$ cat src/core/vcc_pkg.sv
// vcc_pkg: constants shared by the virtual channel capability register bank
// assumes a 32-bit apb slave with a 12-bit configuration-space byte address
package vcc_pkg;

  // ****************************************
  // bus and register map
  // ****************************************
  localparam int              ADDR_W          = 12;
  localparam int              DATA_W          = 32;
  localparam logic [11:0]     OFS_CAP_HEADER  = 12'h140;
  localparam logic [11:0]     OFS_CAP_ONE     = 12'h144;
  localparam logic [11:0]     OFS_CAP_TWO     = 12'h148;
  localparam logic [11:0]     OFS_CTRL_STATUS = 12'h14C;

  // ****************************************
  // fixed field values
  // ****************************************
  localparam logic [15:0]     CAP_ID          = 16'h0002;
  localparam logic [3:0]      CAP_VERSION     = 4'h1;
  localparam logic [11:0]     NEXT_CAP_PTR    = 12'h20C;
  localparam logic [1:0]      REF_CLK_100NS   = 2'h0;
  localparam logic [1:0]      ENTRY_SIZE_4BIT = 2'h2;
  localparam logic [7:0]      ARB_CAP_STRAP   = 8'h03;
  localparam logic [7:0]      ARB_CAP_NONE    = 8'h00;
  localparam logic [7:0]      TBL_OFS_STRAP   = 8'h03;
  localparam logic [7:0]      TBL_OFS_NONE    = 8'h00;
  localparam logic [2:0]      COUNT_RESET     = 3'h0;
  localparam logic [2:0]      SEL_RESET       = 3'h0;
  localparam logic [2:0]      SEL_WRR         = 3'h1;
  localparam logic [31:0]     WORD_ZERO       = 32'h0000_0000;

  // ****************************************
  // field positions
  // ****************************************
  localparam int              HDR_VER_LSB     = 16;
  localparam int              HDR_PTR_LSB     = 20;
  localparam int              C1_LP_LSB       = 4;
  localparam int              C1_REF_LSB      = 8;
  localparam int              C1_SIZE_LSB     = 10;
  localparam int              C2_OFS_LSB      = 24;
  localparam int              CTL_LOAD_BIT    = 0;
  localparam int              CTL_SEL_LSB     = 1;
  localparam int              STS_TABLE_BIT   = 16;

  // ****************************************
  // timing
  // ****************************************
  localparam int              LOAD_CYCLES     = 8;

endpackage : vcc_pkg

$ cat src/core/vcc_load_if.sv
// vcc_load_if: handshake between the register bank and the table loader
// assumes both ends run on the same core clock
`timescale 1ns/1ps
interface vcc_load_if;
  logic start;
  logic busy;
  logic done;

  modport ctrl   (output start, input  busy, input  done);
  modport loader (input  start, output busy, output done);
endinterface : vcc_load_if

$ cat src/core/vcc_table_loader.sv
// vcc_table_loader: sequences the transfer of the stored arbitration table
// assumes start is a one-cycle pulse; starts while busy are ignored
`timescale 1ns/1ps
module vcc_table_loader #(
  parameter int LOAD_CYCLES = vcc_pkg::LOAD_CYCLES
) (
  // clock and reset
  input  wire logic core_clk,
  input  wire logic rst,
  // handshake
  vcc_load_if.loader lif
);
  import vcc_pkg::*;

  localparam int CNT_W = $clog2(LOAD_CYCLES + 1);
  localparam logic [CNT_W-1:0] CNT_LAST = CNT_W'(LOAD_CYCLES - 1);
  localparam logic [CNT_W-1:0] CNT_ZERO = '0;

  logic [CNT_W-1:0] cnt_q;
  logic             busy_q;
  logic             done_q;

  assign lif.busy = busy_q;
  assign lif.done = done_q;

  // ****************************************
  // load sequencer
  // ****************************************
  always_ff @(posedge core_clk or posedge rst) begin
    if (rst) begin
      cnt_q  <= CNT_ZERO;
      busy_q <= 1'b0;
      done_q <= 1'b0;
    end else begin
      done_q <= 1'b0;
      if (!busy_q) begin
        if (lif.start) begin
          busy_q <= 1'b1;
          cnt_q  <= CNT_LAST;
        end
      end else if (cnt_q == CNT_ZERO) begin
        busy_q <= 1'b0;
        done_q <= 1'b1;
      end else begin
        cnt_q <= cnt_q - 1'b1;
      end
    end
  end

endmodule : vcc_table_loader

$ cat src/core/vcc_regs.sv
// vcc_regs: virtual channel capability, control and status registers on apb
// assumes apb3 signalling on core_clk; strap is steady around reset release
// assumes autoload and table-write events are one-cycle pulses on core_clk
//
// Contract
// - The low 16 bits of the header always read the virtual channel extended capability code.
// - Header bits 19:16 always read structure version one.
// - Header bits 31:20 read the fixed pointer to the power budgeting capability.
// - The extended channel count resets to zero in bits 2:1 and to the strap in bit 0; autoload may override it.
// - The low-priority group count resets to zero and only autoload can change it.
// - The reference clock field reads zero, meaning a 100 ns time base.
// - The table entry size field reads binary 10, meaning four-bit entries.
// - The arbitration capability byte reads 03h with the strap set and 00h otherwise.
// - The arbitration capability is only meaningful while the low-priority group count is non-zero.
// - The arbitration table offset byte reads 03h with the strap set and 00h otherwise.
// - Writing one to the load bit applies the programmed table, and the bit always reads zero.
// - The arbitration select field resets to zero and any value but zero or one acts as the default scheme.
// - The table status bit sets when software writes any table entry and resets to zero.
// - The table status bit clears when hardware finishes loading the table after a load command.
//
// Local design decision: the APB interface to the registers.
`timescale 1ns/1ps
module vcc_regs #(
  parameter int LOAD_CYCLES = vcc_pkg::LOAD_CYCLES
) (
  // clock and reset
  input  wire logic                        core_clk,
  input  wire logic                        rst,
  // apb slave
  input  wire logic                        psel,
  input  wire logic                        penable,
  input  wire logic                        pwrite,
  input  wire logic [vcc_pkg::ADDR_W-1:0]  paddr,
  input  wire logic [vcc_pkg::DATA_W-1:0]  pwdata,
  output logic      [vcc_pkg::DATA_W-1:0]  prdata,
  output logic                             pready,
  output logic                             pslverr,
  // strap and autoload
  input  wire logic                        extra_channel_strap,
  input  wire logic                        autoload_valid,
  input  wire logic [2:0]                  autoload_ext_count,
  input  wire logic [2:0]                  autoload_lp_count,
  // arbitration table side
  input  wire logic                        table_entry_write,
  output logic                             weighted_round_robin,
  output logic                             table_loading,
  output logic                             table_apply
);
  import vcc_pkg::*;

  // ****************************************
  // declarations
  // ****************************************
  localparam int LOAD_BOUND = LOAD_CYCLES + 4;

  logic [DATA_W-1:0] prdata_q;
  logic [DATA_W-1:0] rdata_d;
  logic              pready_q;
  logic              pslverr_q;
  logic              strap_q;
  logic              strap_seen_q;
  logic [2:0]        ext_count_q;
  logic [2:0]        low_priority_channel_group_q;
  logic [2:0]        arb_sel_q;
  logic              tbl_status_q;
  logic              wrr_q;
  logic              loading_q;
  logic              apply_q;
  logic              start_q;
  logic              access;
  logic              finish;
  logic              wr_ctrl;
  logic              load_cmd;
  logic              hit_any;
  logic [7:0]        arb_cap;
  logic [7:0]        tbl_ofs;

  vcc_load_if lif ();

  // ****************************************
  // address decode
  // ****************************************
  function automatic logic addr_is(input logic [ADDR_W-1:0] a, input logic [11:0] ofs);
    addr_is = (a[ADDR_W-1:2] == ofs[ADDR_W-1:2]);
  endfunction : addr_is

  assign access   = psel & penable;
  assign finish   = access & pready_q;
  assign hit_any  = addr_is(paddr, OFS_CAP_HEADER) | addr_is(paddr, OFS_CAP_ONE) |
                    addr_is(paddr, OFS_CAP_TWO) | addr_is(paddr, OFS_CTRL_STATUS);
  assign wr_ctrl  = finish & pwrite & addr_is(paddr, OFS_CTRL_STATUS);
  assign load_cmd = wr_ctrl & pwdata[CTL_LOAD_BIT];

  // ****************************************
  // apb handshake: one wait state per access
  // ****************************************
  always_ff @(posedge core_clk or posedge rst) begin
    if (rst) begin
      pready_q  <= 1'b0;
      pslverr_q <= 1'b0;
    end else begin
      pready_q  <= access & ~pready_q;
      pslverr_q <= access & ~pready_q & ~hit_any;
    end
  end

  // ****************************************
  // strap capture and autoloaded counts
  // ****************************************
  always_ff @(posedge core_clk or posedge rst) begin
    if (rst) begin
      strap_q      <= 1'b0;
      strap_seen_q <= 1'b0;
    end else if (!strap_seen_q) begin
      strap_q      <= extra_channel_strap;
      strap_seen_q <= 1'b1;
    end
  end

  always_ff @(posedge core_clk or posedge rst) begin
    if (rst) begin
      ext_count_q <= COUNT_RESET;
    end else if (!strap_seen_q) begin
      ext_count_q <= {2'b00, extra_channel_strap};
    end else if (autoload_valid) begin
      ext_count_q <= autoload_ext_count;
    end
  end

  always_ff @(posedge core_clk or posedge rst) begin
    if (rst) begin
      low_priority_channel_group_q <= COUNT_RESET;
    end else if (strap_seen_q && autoload_valid) begin
      low_priority_channel_group_q <= autoload_lp_count;
    end
  end

  // capability and table offset follow the captured strap
  assign arb_cap = strap_q ? ARB_CAP_STRAP : ARB_CAP_NONE;
  assign tbl_ofs = strap_q ? TBL_OFS_STRAP : TBL_OFS_NONE;

  // ****************************************
  // control register
  // ****************************************
  always_ff @(posedge core_clk or posedge rst) begin
    if (rst) begin
      arb_sel_q <= SEL_RESET;
    end else if (wr_ctrl) begin
      arb_sel_q <= pwdata[CTL_SEL_LSB +: 3];
    end
  end

  // unsupported select codes fall back to the default scheme
  always_ff @(posedge core_clk or posedge rst) begin
    if (rst) begin
      wrr_q <= 1'b0;
    end else begin
      wrr_q <= (arb_sel_q == SEL_WRR);
    end
  end

  // load command is a pulse; nothing of it is stored for readback
  always_ff @(posedge core_clk or posedge rst) begin
    if (rst) begin
      start_q <= 1'b0;
    end else begin
      start_q <= load_cmd;
    end
  end

  assign lif.start = start_q;

  vcc_table_loader #(
    .LOAD_CYCLES (LOAD_CYCLES)
  ) u_loader (
    .core_clk (core_clk),
    .rst      (rst),
    .lif      (lif)
  );

  always_ff @(posedge core_clk or posedge rst) begin
    if (rst) begin
      loading_q <= 1'b0;
      apply_q   <= 1'b0;
    end else begin
      loading_q <= lif.busy;
      apply_q   <= lif.done;
    end
  end

  // ****************************************
  // table status: a new write wins over a finishing load
  // ****************************************
  always_ff @(posedge core_clk or posedge rst) begin
    if (rst) begin
      tbl_status_q <= 1'b0;
    end else if (table_entry_write) begin
      tbl_status_q <= 1'b1;
    end else if (lif.done) begin
      tbl_status_q <= 1'b0;
    end
  end

  // ****************************************
  // read data
  // ****************************************
  always_comb begin
    rdata_d = WORD_ZERO;
    if (addr_is(paddr, OFS_CAP_HEADER)) begin
      rdata_d[15:0]               = CAP_ID;
      rdata_d[HDR_VER_LSB +: 4]   = CAP_VERSION;
      rdata_d[HDR_PTR_LSB +: 12]  = NEXT_CAP_PTR;
    end else if (addr_is(paddr, OFS_CAP_ONE)) begin
      rdata_d[2:0]                = ext_count_q;
      rdata_d[C1_LP_LSB +: 3]     = low_priority_channel_group_q;
      rdata_d[C1_REF_LSB +: 2]    = REF_CLK_100NS;
      rdata_d[C1_SIZE_LSB +: 2]   = ENTRY_SIZE_4BIT;
    end else if (addr_is(paddr, OFS_CAP_TWO)) begin
      // presented always; software ignores it while the group count is zero
      rdata_d[7:0]                = arb_cap;
      rdata_d[C2_OFS_LSB +: 8]    = tbl_ofs;
    end else if (addr_is(paddr, OFS_CTRL_STATUS)) begin
      rdata_d[CTL_LOAD_BIT]       = 1'b0;
      rdata_d[CTL_SEL_LSB +: 3]   = arb_sel_q;
      rdata_d[STS_TABLE_BIT]      = tbl_status_q;
    end
  end

  always_ff @(posedge core_clk or posedge rst) begin
    if (rst) begin
      prdata_q <= WORD_ZERO;
    end else if (access && !pready_q && !pwrite) begin
      prdata_q <= rdata_d;
    end
  end

  // ****************************************
  // outputs
  // ****************************************
  assign prdata               = prdata_q;
  assign pready               = pready_q;
  assign pslverr              = pslverr_q;
  assign weighted_round_robin = wrr_q;
  assign table_loading        = loading_q;
  assign table_apply          = apply_q;
endmodule : vcc_regs

$ cat config.mk
export PLATFORM = sky130hd
export DESIGN_NAME = vcc_regs
export DESIGN_NICKNAME = d
export VERILOG_FILES = /design/src/core/vcc_pkg.sv /design/src/core/vcc_load_if.sv /design/src/core/vcc_table_loader.sv /design/src/core/vcc_regs.sv
export SDC_FILE = /design/constraint.sdc
export NUM_CORES = 1
export LEC_CHECK = 0
export ABC_AREA = 1
export BUFFER_PORTS_ARGS = -buffer_cell sky130_fd_sc_hd__buf_2
export CORE_MARGIN = 1.5
export CORE_UTILIZATION = 41
export CTS_BUF_LIST = sky130_fd_sc_hd__clkbuf_4
export DETAILED_ROUTE_END_ITERATION = 10
export HOLD_SLACK_MARGIN = 0.12
export PLACE_DENSITY = 0.76
export REMOVE_ABC_BUFFERS = 1
export SLEW_MARGIN = 15
export SYNTH_ARGS = -nofsm -noshare
export SYNTH_HDL_FRONTEND = slang
export SYNTH_HIERARCHICAL = 1
export SYNTH_SLANG_ARGS = --single-unit
$ cat constraint.sdc
create_clock -name core_clk -period 1.2 [get_ports core_clk]
set_clock_uncertainty 0.2 [all_clocks]
set_input_delay 0.24 -clock core_clk [delete_from_list [all_inputs] [get_ports core_clk]]
set_output_delay 0.24 -clock core_clk [all_outputs]
set_load 0.05 [all_outputs]
## Yosys cells after proc, flatten, opt, wreduce, memory -nomap -nowiden

Cells that the tools add are included.

| cells by class | value |
|---|---|
| add/subtract/negate cells | 1 |
| equal/unequal tests | 7 |
| muxes and demuxes | 29 |
| bitwise operators | 12 |
| reductions and logical operators | 9 |

Operators by type and width:

| cell | number |
|---|---|
| == test 10 x 7 -> 1 bit, second input constant | 4 |
| 2-to-1 mux 4 bit | 6 |
| 2-to-1 mux 1 bit | 13 |
| 2-to-1 mux 12 bit | 1 |
| 2-to-1 mux 3 bit | 4 |
| bitwise AND 1 bit | 7 |
| 2-to-1 mux 7 bit | 1 |
| 2-to-1 mux 2 bit | 3 |
| 2-to-1 mux 6 bit | 1 |
| logical NOT 4 bit | 1 |
| inequality test 2 bit, second input constant | 2 |
| nonzero test 2 bit | 2 |
| subtractor 4 x 1 -> 4 bit, second input constant | 1 |
| == test 3 x 1 -> 1 bit, second input constant | 1 |
| logical AND 1 bit | 3 |
| bitwise OR 1 bit | 3 |
| logical NOT 1 bit | 2 |
| NOT 1 bit | 2 |
| AND reduction 2 bit | 1 |

| word-level totals | value |
|---|---|
| register bits after elaboration | 52 |
| input bits | 58 |
| output and inout port bits | 37 |
| logic and storage cells | 74 |

## Depth between registers and ports, before layout

| logic depth | value |
|---|---|
| word-level depth | 6 |
| depth in mapped cells | 10 |
| depth with buffers taken out | 9 |

## By module

The synthesis kept the hierarchy.

By module, submodules not included:

| module | instances | cells each | area each (um2) | seq. area each (um2) |
|---|---|---|---|---|
| vcc_regs | 1 | 156 | 1377.6 | 725.7 |
| vcc_table_loader | 1 | 39 | 312.8 | 150.1 |

## Worst setup path after synthesis

No wires, ideal clock.

| path | value |
|---|---|
| path type | register to register |
| from | register pready_q, in the netlist pready |
| to | register prdata_q[16], in the netlist prdata[16] |
| library setup time | 124 ps |
| data arrival time | 1193 ps |
| path slack | -316 ps |
| cell stages (with the launch flop) | 6 |
| buffers on the path | 0 |
| cells stage by stage | dfrtp_1 nor2_2 nand2_2 clkinv_2 o21ai_0 nand2_1 |

| between the ends | value |
|---|---|
| longest elaborated chain between the ends | 3 |

RTL lines:

| what | line | source |
|---|---|---|
| from (decl) | vcc_regs.sv:58 | `logic pready_q;` |
| from (signal assigned) | vcc_regs.sv:102 | `pready_q <= access & ~pready_q;` |
| logical NOT 1 bit | vcc_regs.sv:232 | `end else if (access && !pready_q && !pwrite) begin` |
| logical AND 1 bit (2 in series) | vcc_regs.sv:232 |  |
| to (signal assigned) | vcc_regs.sv:233 | `prdata_q <= rdata_d;` |
| to (decl) | vcc_regs.sv:56 | `logic [DATA_W-1:0] prdata_q;` |

Every way passes these cells.
A chain may end at the register's enable or synchronous reset.

## Worst setup path after layout

| path | value |
|---|---|
| from | register pready_q, in the netlist pready |
| to | output pready |

RTL lines:

| what | line | source |
|---|---|---|
| to (decl) | vcc_regs.sv:36 | `output logic pready,` |

No word-level cell between the ends.

==> reports/metrics.csv <==
stage,metric,value,unit
synth,synth-seq-cells,35,
global_routing,grt_pass1_wl,6000,um
global_routing,gr-usage-met1,0.217,
global_routing,use_met3,0.0550,
die,fp.dieH,67.2,um
timing,fmax,690,MHz
die,core,3970,um^2
routing,wl_per_cell,11.2,um
place,dp_cells,300,
timing,holdWs,51.2,ps
routing,drtAntennaViolNets,0,
outcome,violations,negative setup slack,
timing,finalCritPeriodShare,1.21,
synth,yosysUniqueCellTypes,25,
synth,synth_cells,195,
pwr,power.leakage,1.39,nW
cells_and_area,syn_to_final_growth,49.8,%
global_routing,antenna_found_initial,0,
cells_and_area,final_area,2530,um^2
job,maxCapViolCount,0,
synth,netlist_area,1690,um^2
global_routing,grt_overflow_total,0,
clocking,cts_root_buffer,clkbuf_4,
cells_and_area,utilization,0.638,
timing,period_needed,1450,ps
setup_path,r2r_setup_slack,-250,ps
clocking,cts_hold_buf,15,
routing,wirelength,3750,um
timing,hold_viol,0,
routing,vias_per_cell,4.38,
setup_path,endpoint_kind,output port,
synth,ys_warn_count,6,
die,die_x,67.2,um
die,io_pins,95,
synth,avgSynthCellArea,8.67,um^2
clocking,h-tree-depth,2,
die,die-area,4520,um^2
cells_and_area,layout-drive-gt1-share,0.401,
routing,drt_iter0_markers,42,
place,dp_hpwl,2500,um
setup_path,crit_type,reg -> out,
setup_path,slowest_delay,400,ps
place,gp_congestion,0.754,
pwr,max-vdd-ir-drop,0.000463,V
global_routing,grtUsageMet2,0.297,
cells_and_area,diodes,0,
setup_path,path_cells,buf_6 -> buf_8,
clocking,path_clk_slew,100,ps
min_path,hold_path.class,in -> reg,
timing,rsz0062_at_grt,yes,
clocking,clock_sinks,35,
synth,ys_seq_area_frac,0.518,
cells_and_area,final_common_cell,nand2_1,
cells_and_area,layoutNonFillerInstCount,334,
setup_path,arrival,1010,ps
clocking,clock_latency,340,ps
clocking,cts_buffers,5,
routing,via_count,1463,
pwr,power_density,955,nW/um^2
setup_path,slowest_stage,dfrtp_1,
timing,final-setup-viol-count,41,
global_routing,grt.busiest_layer,met2,
global_routing,grt_pass1_vias,1405,
clocking,clockBufferDepth,2,
die,num_rows,23,
setup_path,cp_top_family,flip-flops,
cells_and_area,most-common-layout-cells,"nand2_1, dfrtp_1, buf_2, buf_6, inv_1",
global_routing,track_usage,0.182,
setup_path,cp_num_buf_inv,2,
routing,first_pass_iters,4,
setup_path,cp.required,760,ps
die,initial_core_util,0.426,
global_routing,grt_max_degree,30,
setup_path,worstPathMaxFanout,2,
outcome,status,"complete, but fails checks",
place,dpl_cell_area,2000,um^2
setup_path,cp-start-kind,flip-flop,
routing,drc,0,
timing,worst_slack,-249,ps
cells_and_area,nNetsFinal,344,
clocking,cts_tree,done,
place,io_buffers,46,
timing,slew_viol_final,0,
-- routing by layer --
layer	share of wire	wire length, um	vias up
li1	-	-	743
met1	0.43	1600	663
met2	0.50	1880	46
met3	0.048	180	11
met4	0.023	86	0
met5	0	0	-
-- Yosys cell counts (all sizes together) --
cell type | count | area share
nor2 | 18 | 0.047
conb | 2 | 0.0044
o21ai | 10 | 0.032
clkinv | 1 | 0.0030
a21oi | 5 | 0.015
o21a | 1 | 0.0044
nor3b | 1 | 0.0044
dfrtp | 35 | 0.52
nand2 | 48 | 0.11
nand3 | 14 | 0.049
nand4 | 3 | 0.011
buf | 23 | 0.11
nor3 | 3 | 0.0089
inv | 26 | 0.058
o21bai | 2 | 0.0089
or2 | 1 | 0.0037
ha | 2 | 0.015
-- power breakdown --
part / internal (mW) / switching [mW]
Sequential: 1.22 / 0.0310
Combinational: 0.206 / 0.373
Clock: 0.207 / 0.379
-- sequential cells by signal, summed over array words and instances (netlist names) --
register / cells
pready: 1
u_loader/cnt_q: 4
ext_count_q: 3
table_loading: 1
prdata: 11
weighted_round_robin: 1
arb_sel_q: 3
pslverr: 1
table_apply: 1
tbl_status_q: 1
strap_seen_q: 1
lif.start: 1
low_priority_channel_group_q: 3
strap_q: 1
u_loader/lif.busy: 1
u_loader/lif.done: 1
-- tightest hold or removal path: cells and delay by family --
kind | cells | cell delay (ps)
buffers and inverters | 1 | 100
and+or+nand+nor | 3 | 210
-- repair_timing --
item / 4_1_cts / 5_1_grt
buffers inserted: 6 / 6
endpoints found under the setup margin: 38 / 45
gates resized for setup: 60 / 17
hold endpoints to repair: 52 / 5
pin swaps: 4 / 3
-- final timing paths --
kind / from / endpoint / cells past startpoint
setup reg to reg: u_loader/cnt_q[1] / u_loader/cnt_q[2] / 9
max in group asynchronous: rst / prdata[23] / 4
setup / recovery: pready / pready / 2
min in group asynchronous: rst / u_loader/cnt_q[3] / 3
hold reg to reg: u_loader/lif.done / table_apply / 0
hold / removal: paddr[2] / prdata[25] / 4
-- metrics by stage --
step           setup WS, ps  TNS (ps)  power [mW]
6_report               -249     -6250        2.42
5_1_grt                -309     -8350        2.54
4_1_cts                -259     -5440        2.41
3_5_place_dp           -254     -3180        1.73
3_3_place_gp           -246     -2820        1.72
2_1_floorplan          -502     -7080        1.59
-- final cells by class --
cell class	instances	area, um^2
Tap cell	50	62.6
Clock buffer	5	37.5
Inverter	27	106
Multi-Input combinational cell	127	674
Sequential cell	35	877
Fill cell	340	1440
Clock inverter	2	8.76
Timing Repair Buffer	88	766
-- cells by family after synthesis --
group           count (synthesis)  share of synthesized area
buf+inv                        50                      0.167
other cells                     2                    0.00444
simple gates                   88                      0.235
fa+ha+maj                       2                     0.0148
compound gates                 18                     0.0600
flops                          35                      0.518
No activity file was read; power rests on OpenSTA's default activity.
